==> config.mk <==
export PLATFORM = sky130hd
export DESIGN_NAME = reset_supply_monitor_sequencer
export DESIGN_NICKNAME = d
export VERILOG_FILES = /design/src/inc/reset_seq_pkg.sv /design/src/core/hold_timer.sv /design/src/core/reset_supply_monitor_sequencer.sv
export SDC_FILE = /design/constraint.sdc
export NUM_CORES = 1
export LEC_CHECK = 0
export ABC_AREA = 1
export BUFFER_PORTS_ARGS = -buffer_cell sky130_fd_sc_hd__clkbuf_2
export CAP_MARGIN = 10
export CORE_ASPECT_RATIO = 0.7
export CORE_MARGIN = 3
export CORE_UTILIZATION = 60
export DETAILED_ROUTE_END_ITERATION = 8
export PLACE_DENSITY_LB_ADDON = 0.1
export SLEW_MARGIN = 20
export SYNTH_ARGS = -nofsm -noshare
export SYNTH_HDL_FRONTEND = slang
export SYNTH_HIERARCHICAL = 1
export SYNTH_SLANG_ARGS = --single-unit
==> constraint.sdc <==
create_clock -name clk -period 1.55 [get_ports clk]
set_clock_uncertainty 0.05 [all_clocks]
set_input_delay 0.31 -clock clk [delete_from_list [all_inputs] [get_ports clk]]
set_output_delay 0.31 -clock clk [all_outputs]
set_load 0.005 [all_outputs]
==> src/inc/reset_seq_pkg.sv <==
// Constants for the reset supply monitor sequencer.
// Assumes a single 20 MHz clock; supply comparator levels arrive asynchronously.
// Overview of operation
// Three causes each force the controller into reset
// External clear pin low holds reset
// Power-up reset held until supply above threshold
// Hold reset power-up hold time after threshold
// Supply at or below drop level forces reset
// Hold reset drop hold time after recovery
// Dips of at least 200 us reset
// Boot finishes within 500 to 710 ms
// All timing derived from main clock
// Board keeps crystal settling under 20 ms
// Driver holds pin low 2 ms/200 us
// Release only when all sources idle, timers expired
package reset_seq_pkg;
    localparam int CLK_HZ              = 20_000_000;
    localparam int HOLD_US             = 4600;
    localparam int DIP_US              = 200;
    localparam int BOOT_MIN_MS         = 500;
    localparam int BOOT_MAX_MS         = 710;
    // Least times use whole cycles per us, truncated
    localparam int HOLD_CYCLES         = (HOLD_US * (CLK_HZ / 1_000_000) + 0);
    localparam int DIP_CYCLES          = (DIP_US * (CLK_HZ / 1_000_000));
    localparam int BOOT_MIN_CYCLES     = BOOT_MIN_MS * (CLK_HZ / 1000);
    localparam int BOOT_MAX_CYCLES     = BOOT_MAX_MS * (CLK_HZ / 1000);
    localparam int CNT_W               = 24;
    localparam logic [CNT_W-1:0] CNT_RESET = 24'h000000;
endpackage

==> src/core/hold_timer.sv <==
// Hold timer: counts while idle, restarts whenever its cause is active.
// Assumes cause is synchronous to clk.
`timescale 1ns/1ps
`default_nettype none
module hold_timer
#(
    parameter int LIMIT = 92000,
    parameter int W     = 24
)
(
    // Clock and reset
    input  wire logic clk,
    input  wire logic rst_n,
    // Cause and result
    input  wire logic cause,
    output logic      expired
);
    logic [W-1:0] count;
    logic [W-1:0] next_count;

    always_comb
    begin
        next_count = count;
        if (cause)
            next_count = '0;
        else if (count != W'(LIMIT))
            next_count = count + W'(1);
    end

    always_ff @(posedge clk or negedge rst_n)
    begin
        if (!rst_n)
            count <= '0;
        else
            count <= next_count;
    end

    assign expired = (count == W'(LIMIT)) && !cause;
endmodule
`default_nettype wire

==> src/core/reset_supply_monitor_sequencer.sv <==
// Reset sequencer: merges external pin, power-up and supply-drop causes.
// Assumes comparator outputs and pin are asynchronous; boot_done comes from firmware logic on clk.
`timescale 1ns/1ps
`default_nettype none
module reset_supply_monitor_sequencer
    import reset_seq_pkg::*;
#(
    parameter int HOLD_LEN     = reset_seq_pkg::HOLD_CYCLES,
    parameter int DIP_LEN      = reset_seq_pkg::DIP_CYCLES,
    parameter int BOOT_MIN_LEN = reset_seq_pkg::BOOT_MIN_CYCLES,
    parameter int BOOT_MAX_LEN = reset_seq_pkg::BOOT_MAX_CYCLES
)
(
    // Clock and power-on reset
    input  wire logic clk,
    input  wire logic rst_n,
    // Reset causes
    input  wire logic external_clear_pin_n,
    input  wire logic power_up_threshold,
    input  wire logic supply_drop_monitor,
    // Boot handshake
    input  wire logic card_used,
    input  wire logic boot_done,
    // Results
    output logic      core_reset_n,
    output logic      ready,
    output logic      boot_timeout
);
    import reset_seq_pkg::*;

    // =====================================================
    // Input synchronisers
    logic [1:0] pin_sync;
    logic [1:0] por_sync;
    logic [1:0] drop_sync;

    always_ff @(posedge clk or negedge rst_n)
    begin
        if (!rst_n)
        begin
            pin_sync  <= 2'h0;
            por_sync  <= 2'h0;
            drop_sync <= 2'h3;
        end
        else
        begin
            pin_sync  <= {pin_sync[0], external_clear_pin_n};
            por_sync  <= {por_sync[0], power_up_threshold};
            drop_sync <= {drop_sync[0], supply_drop_monitor};
        end
    end

    logic pin_low;
    logic below_por;
    logic drop_raw;
    assign pin_low   = !pin_sync[1];
    assign below_por = !por_sync[1];
    assign drop_raw  = drop_sync[1];

    // =====================================================
    // Dip qualification: a drop counts once it lasts the minimum time
    logic [CNT_W-1:0] dip_count;
    logic [CNT_W-1:0] next_dip_count;
    logic             drop_latched;
    logic             next_drop_latched;

    always_comb
    begin
        next_dip_count    = dip_count;
        next_drop_latched = drop_latched;
        if (!drop_raw)
        begin
            next_dip_count    = CNT_RESET;
            next_drop_latched = 1'b0;
        end
        else if (dip_count != CNT_W'(DIP_LEN - 1))
            next_dip_count = dip_count + CNT_W'(1);
        else
            next_drop_latched = 1'b1;
    end

    always_ff @(posedge clk or negedge rst_n)
    begin
        if (!rst_n)
        begin
            dip_count    <= CNT_RESET;
            drop_latched <= 1'b0;
        end
        else
        begin
            dip_count    <= next_dip_count;
            drop_latched <= next_drop_latched;
        end
    end

    // =====================================================
    // Hold timers, clocked by main clock
    logic por_expired;
    logic drop_expired;
    logic drop_cause;
    // Once a qualified dip is seen, hold it until supply is back
    assign drop_cause = drop_latched;

    hold_timer #(.LIMIT(HOLD_LEN), .W(CNT_W)) u_por_hold
    (
        .clk     (clk),
        .rst_n   (rst_n),
        .cause   (below_por),
        .expired (por_expired)
    );

    hold_timer #(.LIMIT(HOLD_LEN), .W(CNT_W)) u_drop_hold
    (
        .clk     (clk),
        .rst_n   (rst_n),
        .cause   (drop_cause),
        .expired (drop_expired)
    );

    // =====================================================
    // Internal reset combine
    logic next_core_reset_n;
    assign next_core_reset_n = !pin_low && por_expired && drop_expired;

    always_ff @(posedge clk or negedge rst_n)
    begin
        if (!rst_n)
            core_reset_n <= 1'b0;
        else
            core_reset_n <= next_core_reset_n;
    end

    // =====================================================
    // Boot supervision after release
    typedef enum logic [1:0] {ST_RESET, ST_BOOT, ST_READY, ST_FAIL} boot_state_e;
    boot_state_e      state;
    boot_state_e      next_state;
    logic [CNT_W-1:0] boot_count;
    logic [CNT_W-1:0] next_boot_count;
    logic [CNT_W-1:0] boot_limit;

    // Longer bound only when a card must be scanned
    assign boot_limit = card_used ? CNT_W'(BOOT_MAX_LEN) : CNT_W'(BOOT_MIN_LEN);

    always_comb
    begin
        next_state      = state;
        next_boot_count = boot_count;
        if (!core_reset_n)
        begin
            next_state      = ST_RESET;
            next_boot_count = CNT_RESET;
        end
        else
        begin
            unique case (state)
                ST_RESET: next_state = ST_BOOT;
                ST_BOOT:
                begin
                    next_boot_count = boot_count + CNT_W'(1);
                    if (boot_done)
                        next_state = ST_READY;
                    else if (boot_count >= boot_limit - CNT_W'(1))
                        next_state = ST_FAIL;
                end
                ST_READY: next_state = ST_READY;
                ST_FAIL:  next_state = ST_FAIL;
            endcase
        end
    end

    always_ff @(posedge clk or negedge rst_n)
    begin
        if (!rst_n)
        begin
            state      <= ST_RESET;
            boot_count <= CNT_RESET;
        end
        else
        begin
            state      <= next_state;
            boot_count <= next_boot_count;
        end
    end

    // Gated so both drop in the same cycle as the internal reset
    assign ready        = (state == ST_READY) && core_reset_n;
    assign boot_timeout = (state == ST_FAIL) && core_reset_n;

    // =====================================================
    // Checks
    AST_PIN_RESET: assert property (@(posedge clk) disable iff (!rst_n)
        pin_low |=> !core_reset_n)
        else $error("core reset not asserted with pin low");
    AST_POR_RESET: assert property (@(posedge clk) disable iff (!rst_n)
        below_por |=> !core_reset_n)
        else $error("core reset released below power-up threshold");
    AST_DROP_RESET: assert property (@(posedge clk) disable iff (!rst_n)
        drop_latched |=> !core_reset_n)
        else $error("core reset released during supply drop");
    AST_POR_HOLD: assert property (@(posedge clk) disable iff (!rst_n)
        $fell(below_por) |-> !core_reset_n [*8])
        else $error("power-up hold too short");
    AST_DIP_SHORT: assert property (@(posedge clk) disable iff (!rst_n)
        $rose(drop_raw) |-> !drop_latched [*8])
        else $error("dip qualified too early");
    AST_DROP_HOLD: assert property (@(posedge clk) disable iff (!rst_n)
        $fell(drop_latched) |-> !core_reset_n [*8])
        else $error("drop hold too short");
    AST_RELEASE_ALL: assert property (@(posedge clk) disable iff (!rst_n)
        core_reset_n |-> !$past(pin_low) && $past(por_expired) && $past(drop_expired))
        else $error("release without all sources idle");
    AST_BOOT_BOUND: assert property (@(posedge clk) disable iff (!rst_n)
        (state == ST_BOOT) |-> (boot_count < boot_limit))
        else $error("boot count beyond limit");
    AST_READY_ONLY_RUN: assert property (@(posedge clk) disable iff (!rst_n)
        ready |-> core_reset_n)
        else $error("ready while in reset");
    AST_DIP_QUALIFY: assert property (@(posedge clk) disable iff (!rst_n)
        (drop_raw && (dip_count == CNT_W'(DIP_LEN - 1))) |=> drop_latched)
        else $error("long dip not qualified");
    AST_READY_TIMEOUT_EXCL: assert property (@(posedge clk) disable iff (!rst_n)
        !(ready && boot_timeout))
        else $error("ready and boot timeout together");
endmodule
`default_nettype wire

==> results <==
- Measured against its own limit, the worst slew margin works out to just under 70%.
- The worst register-to-register path begins at dip_count[1]$_DFFE_PN0P_.
- The startpoint of the most critical setup path is dip_count[1]$_DFFE_PN0P_.
- The cell type of the slowest stage on the worst timing path is sky130_fd_sc_hd__dfrtp_1.
- For this run, design rule violations remaining after detail routing come to 0.
- For this run the aggregate overflow at the end of global routing stands at 0.
- The congestion estimate from routability-driven global placement came to between 0.9 and 1.
- The register-to-register setup slack is -0.04 ns.
- The via count of the first global-routing pass is between 5000 and 6000.
- The filler cells instantiated in the layout total roughly 770.
- From synthesis to final layout, the design area changed by 15.70%.
- The worst setup path is of the flip-flop to flip-flop kind.
- Counting flops with an async set or reset pin after synthesis yields a share of 100.0%.
- Counting flops and latches in the post-synthesis netlist gives between 100 and 150.
- The worst register-to-register path ends at dip_count[22]$_DFFE_PN0P_.
- The proportion of netlist area held by the largest area contributor is about two fifths.
- The data required time of the critical path is ~1.8 ns.
- The final count of hold timing violations came to 0.
- The mean number of vias per cell is about 5.6.
- The critical path ends at dip_count[22]$_DFFE_PN0P_.
- In the final layout, the multi-input gates occupy between 3000 and 4000 µm².
- The clock tree synthesis step divided the H-tree into 3 levels.
- The count of unique library cells instantiated by Yosys is 35.
- Together, buffers and inverters on the worst path number 0.
- The share of the Yosys chip area taken by registers is 41.32%.
- Counting every instance in the synthesized netlist gives 909.
- The average cell area after synthesis is 7.068 µm².
- The final-report max-slew violation count was 0.
- In the final layout, flip-flops and latches occupy ~2700 µm².
- After clock tree synthesis, the clock-pin slew on the worst setup and hold paths is 0.08 ns.
- Buffers placed on the I/O ports in this run total 9.
- In the finished design, the share of the clock period the worst path needs comes to 102.3%.
- The number of DRC violations after detailed-routing iteration 0 is 720.
- The kind of path behind the tightest hold check is input port to flip-flop.
- The number of flops mapped to enable cells by yosys is 0.
- The leakage power summed over all cells is ~3.3 nW.
- The post-detailed-route wirelength per cell is approximately 15 µm.
- For this run, the number of Yosys warnings is 6.
- Leaving out filler cells and counting taps, the final layout contains ~1100.
- The root buffer selected by CTS is sky130_fd_sc_hd__clkbuf_16.
- The number of nets in the final layout is 979.
- The residual antenna-violating net count after detailed routing is 0.
- The pre-antenna-repair detailed-routing pass consisted of 6 iterations.
- In this run the worst path has a maximum fanout of 5.
- The height of the die is ~93 µm.
- Summed over all nets, the half-perimeter wirelength after detailed placement is approximately 11000 µm.
- Setup repair after global routing could not meet its margin everywhere.
- The final reports fail on setup timing.
- The tool flagged a number of max-cap violations equal to 0.
- The actual transition at the worst max-transition pin is between 0.4 and 0.5 ns.
- The clock drives around 110 sinks.
- TritonCTS created 9 clock buffers.
- Wires add up to 15900 µm.
- The routed layout has about 6000 vias.
- The critical path crosses 9 cells after its start point.
- The aggregate global-route resource usage is about 26%.
- The global-route wire length before repair is around 25000 µm.
- The count of final setup violators is 1.
- Counting every net in the synthesized netlist gives 929.
- Sorting the synthesized cells by area gives the leading types as sky130_fd_sc_hd__dfrtp_1 (41%), sky130_fd_sc_hd__nand2_1 (13%), sky130_fd_sc_hd__nor2_1 (9.9%).
- In this run the power density over the cells is between 600 and 700 nW/µm².
- The share of cells above drive strength 1 is between 10% and 20%.
- No sink is reached through more buffers than the 2 on the longest clock path.
- The worst stage delay on the critical path is approximately 0.42 ns.
- TritonCTS built the clock tree.
- The dominant register cell in the synthesized netlist is sky130_fd_sc_hd__dfrtp_1.
- The maximum number of pins on one net before global-route repair is 34.
- The shortest period the worst path allows is 1.585 ns.
- The starting density of the core is 63.87%.
- For the worst-skew pair, the clock arrives at the later sink with an insertion delay of around 0.35 ns.
- The number of antenna diodes in the final layout is 0.
- Along the worst hold path, the cell count comes to 1.
- STA classifies the critical path startpoint as a flip-flop.
- For the worst flop-to-flop path, the logic depth is 9.
- After floorplanning, the core was divided into 30 placement rows.
- The worst setup margin is -0.03533 ns.
- The number of top-level pins is 10.
- The data arrival at the endpoint of the critical path is between 1.5 and 2 ns.
- The most common cell in the synthesized netlist is sky130_fd_sc_hd__nand2_1.
- The maximum clock rate is about 630 MHz.
- The type of element capturing the critical path is a flip-flop.
- The run finished, with violations left.
- VDD sags by at most about 0.00057 V.
- OpenSTA, run right after detailed placement, puts the worst setup slack at -0.002434 ns.
- The commonest cells after synthesis are sky130_fd_sc_hd__nand2_1 (214), sky130_fd_sc_hd__nor2_1 (169), sky130_fd_sc_hd__inv_1 (113).
- The post-synthesis instance area is 6425 µm².
- The die covers around 12000 µm².
- The kind of cell with the highest combined delay along the critical path is simple AND/OR/NAND/NOR gates.
- The initial antenna violation count came to 0.
- The die boundary width is ~130 µm.
- The count of placed standard cells including taps is around 1100.
- The synthesized design spends more area on one cell type than any other, namely sky130_fd_sc_hd__dfrtp_1.
- Walking the worst path, the cells encountered are ha_4, nand2_4, nor2_4, nand3_4, nor2_4, nand2_2, nand2_1, nand2_1, nor2_1.
- The core outline area is just over 10000 µm².
-- placed cells by master (no fill, tap or decap), types with 9 or more instances in the layout --
cell type                   count
sky130_fd_sc_hd__nand3_1       64
sky130_fd_sc_hd__xor2_1         9
sky130_fd_sc_hd__clkbuf_16      9
sky130_fd_sc_hd__inv_1        111
sky130_fd_sc_hd__nand2_2       25
sky130_fd_sc_hd__nand3_2        9
sky130_fd_sc_hd__buf_4         32
sky130_fd_sc_hd__a21oi_1       44
sky130_fd_sc_hd__nand4_1       22
sky130_fd_sc_hd__nor2_1       156
sky130_fd_sc_hd__nand2_1      204
sky130_fd_sc_hd__nor2_2        20
sky130_fd_sc_hd__nor3_1        16
sky130_fd_sc_hd__dfrtp_1       96
sky130_fd_sc_hd__nor2_4        27
sky130_fd_sc_hd__o21ai_0       29
-- stage by stage --
stage	area [µm²]	hold WS (ns)	setup TNS, ns	power (mW)	util (%)
2_1_floorplan	6425	-0.03559	0	2.924	-
3_3_place_gp	6764	0.2432	0	3.032	67.24
3_5_place_dp	6764	0.2453	-0.002434	3.043	67.24
4_1_cts	7109	0.006156	0	5.217	70.67
5_1_grt	7433	0.0003989	-0.6385	5.388	73.89
6_report	7433	0.01231	-0.03533	5.202	73.89
-- final cells by class --
type | count | area share (%)
clock inverters | 6 | 0.6565
inverters | 120 | 6.093
clock buffers | 10 | 3.080
repair buffers | 46 | 4.881
flip-flops and latches | 106 | 35.85
well taps | 128 | 2.155
multi-input cells | 676 | 47.28
-- layer usage --
| layer | global-route usage, % | vias up | routed length (µm) |
|---|---|---|---|
| li1 | - | 2989 | - |
| met3 | 5.014 | 35 | 1035 |
| met5 | 0 | - | 0 |
| met1 | 38.00 | 2879 | 7450 |
| met2 | 39.28 | 236 | 7178 |
| met4 | 7.785 | 0 | 231 |
-- worst reg2reg max path, delay by kind of cell (launching register included) --
family | cells | cell delay (ns)
adder cells (fa/ha/maj) | 1 | 0.20
flip-flops | 1 | 0.42
AND/OR/NAND/NOR | 8 | 0.86
-- flip-flops by register name, summed over array words and instances, names as in the netlist --
signal             flops
drop_sync              2
boot_count            24
u_drop_hold/count     24
dip_count             24
core_reset_n           1
state                  2
por_sync               2
pin_sync               2
drop_cause             1
u_por_hold/count      24
-- power by group --
part           internal (mW)  switching [mW]  total (mW)
clock                   1.11            1.07        2.19
combinational         0.0776           0.131       0.209
sequential              2.79          0.0214        2.81
total                   3.98            1.23        5.20
-- cells by family (layout without fill, tap and decap cells) --
group                      after synthesis  after routing  share of synthesized area (%)
AOI/OAI and AO/OA                       90             90                          7.342
DFF                                    106            106                          41.32
xor gates and xnor gates                12             12                          1.636
adders and majority gates               13             13                          2.532
buffers and inverters                  129            182                          7.809
and+or+nand+nor                        559            561                          39.36
-- timing repair --
action / 4_1_cts / 5_1_grt
endpoints found under the setup margin: 3 / 43
hold buffers: 2 / 0
buffers inserted: 3 / 11
gates resized for setup: 8 / 67
cloned: 0 / 2
pin swaps: 0 / 21
hold endpoints to repair: 28 / 0
-- how the worst min path moves through the flow --
stage / endpoint / slack, ns / startpoint
2_1_floorplan: boot_count[0]$_DFFE_PN0P_ / -0.04 / rst_n
3_3_place_gp: core_reset_n$_DFF_PN0_ / 0.24 / rst_n
3_5_place_dp: core_reset_n$_DFF_PN0_ / 0.25 / rst_n
4_1_cts: por_sync[0]$_DFF_PN0_ / 0.006 / power_up_threshold
5_1_grt: por_sync[0]$_DFF_PN0_ / 0.0004 / power_up_threshold
6_report: por_sync[0]$_DFF_PN0_ / 0.01 / power_up_threshold
Note: power is estimated with default switching activity, not from simulation.
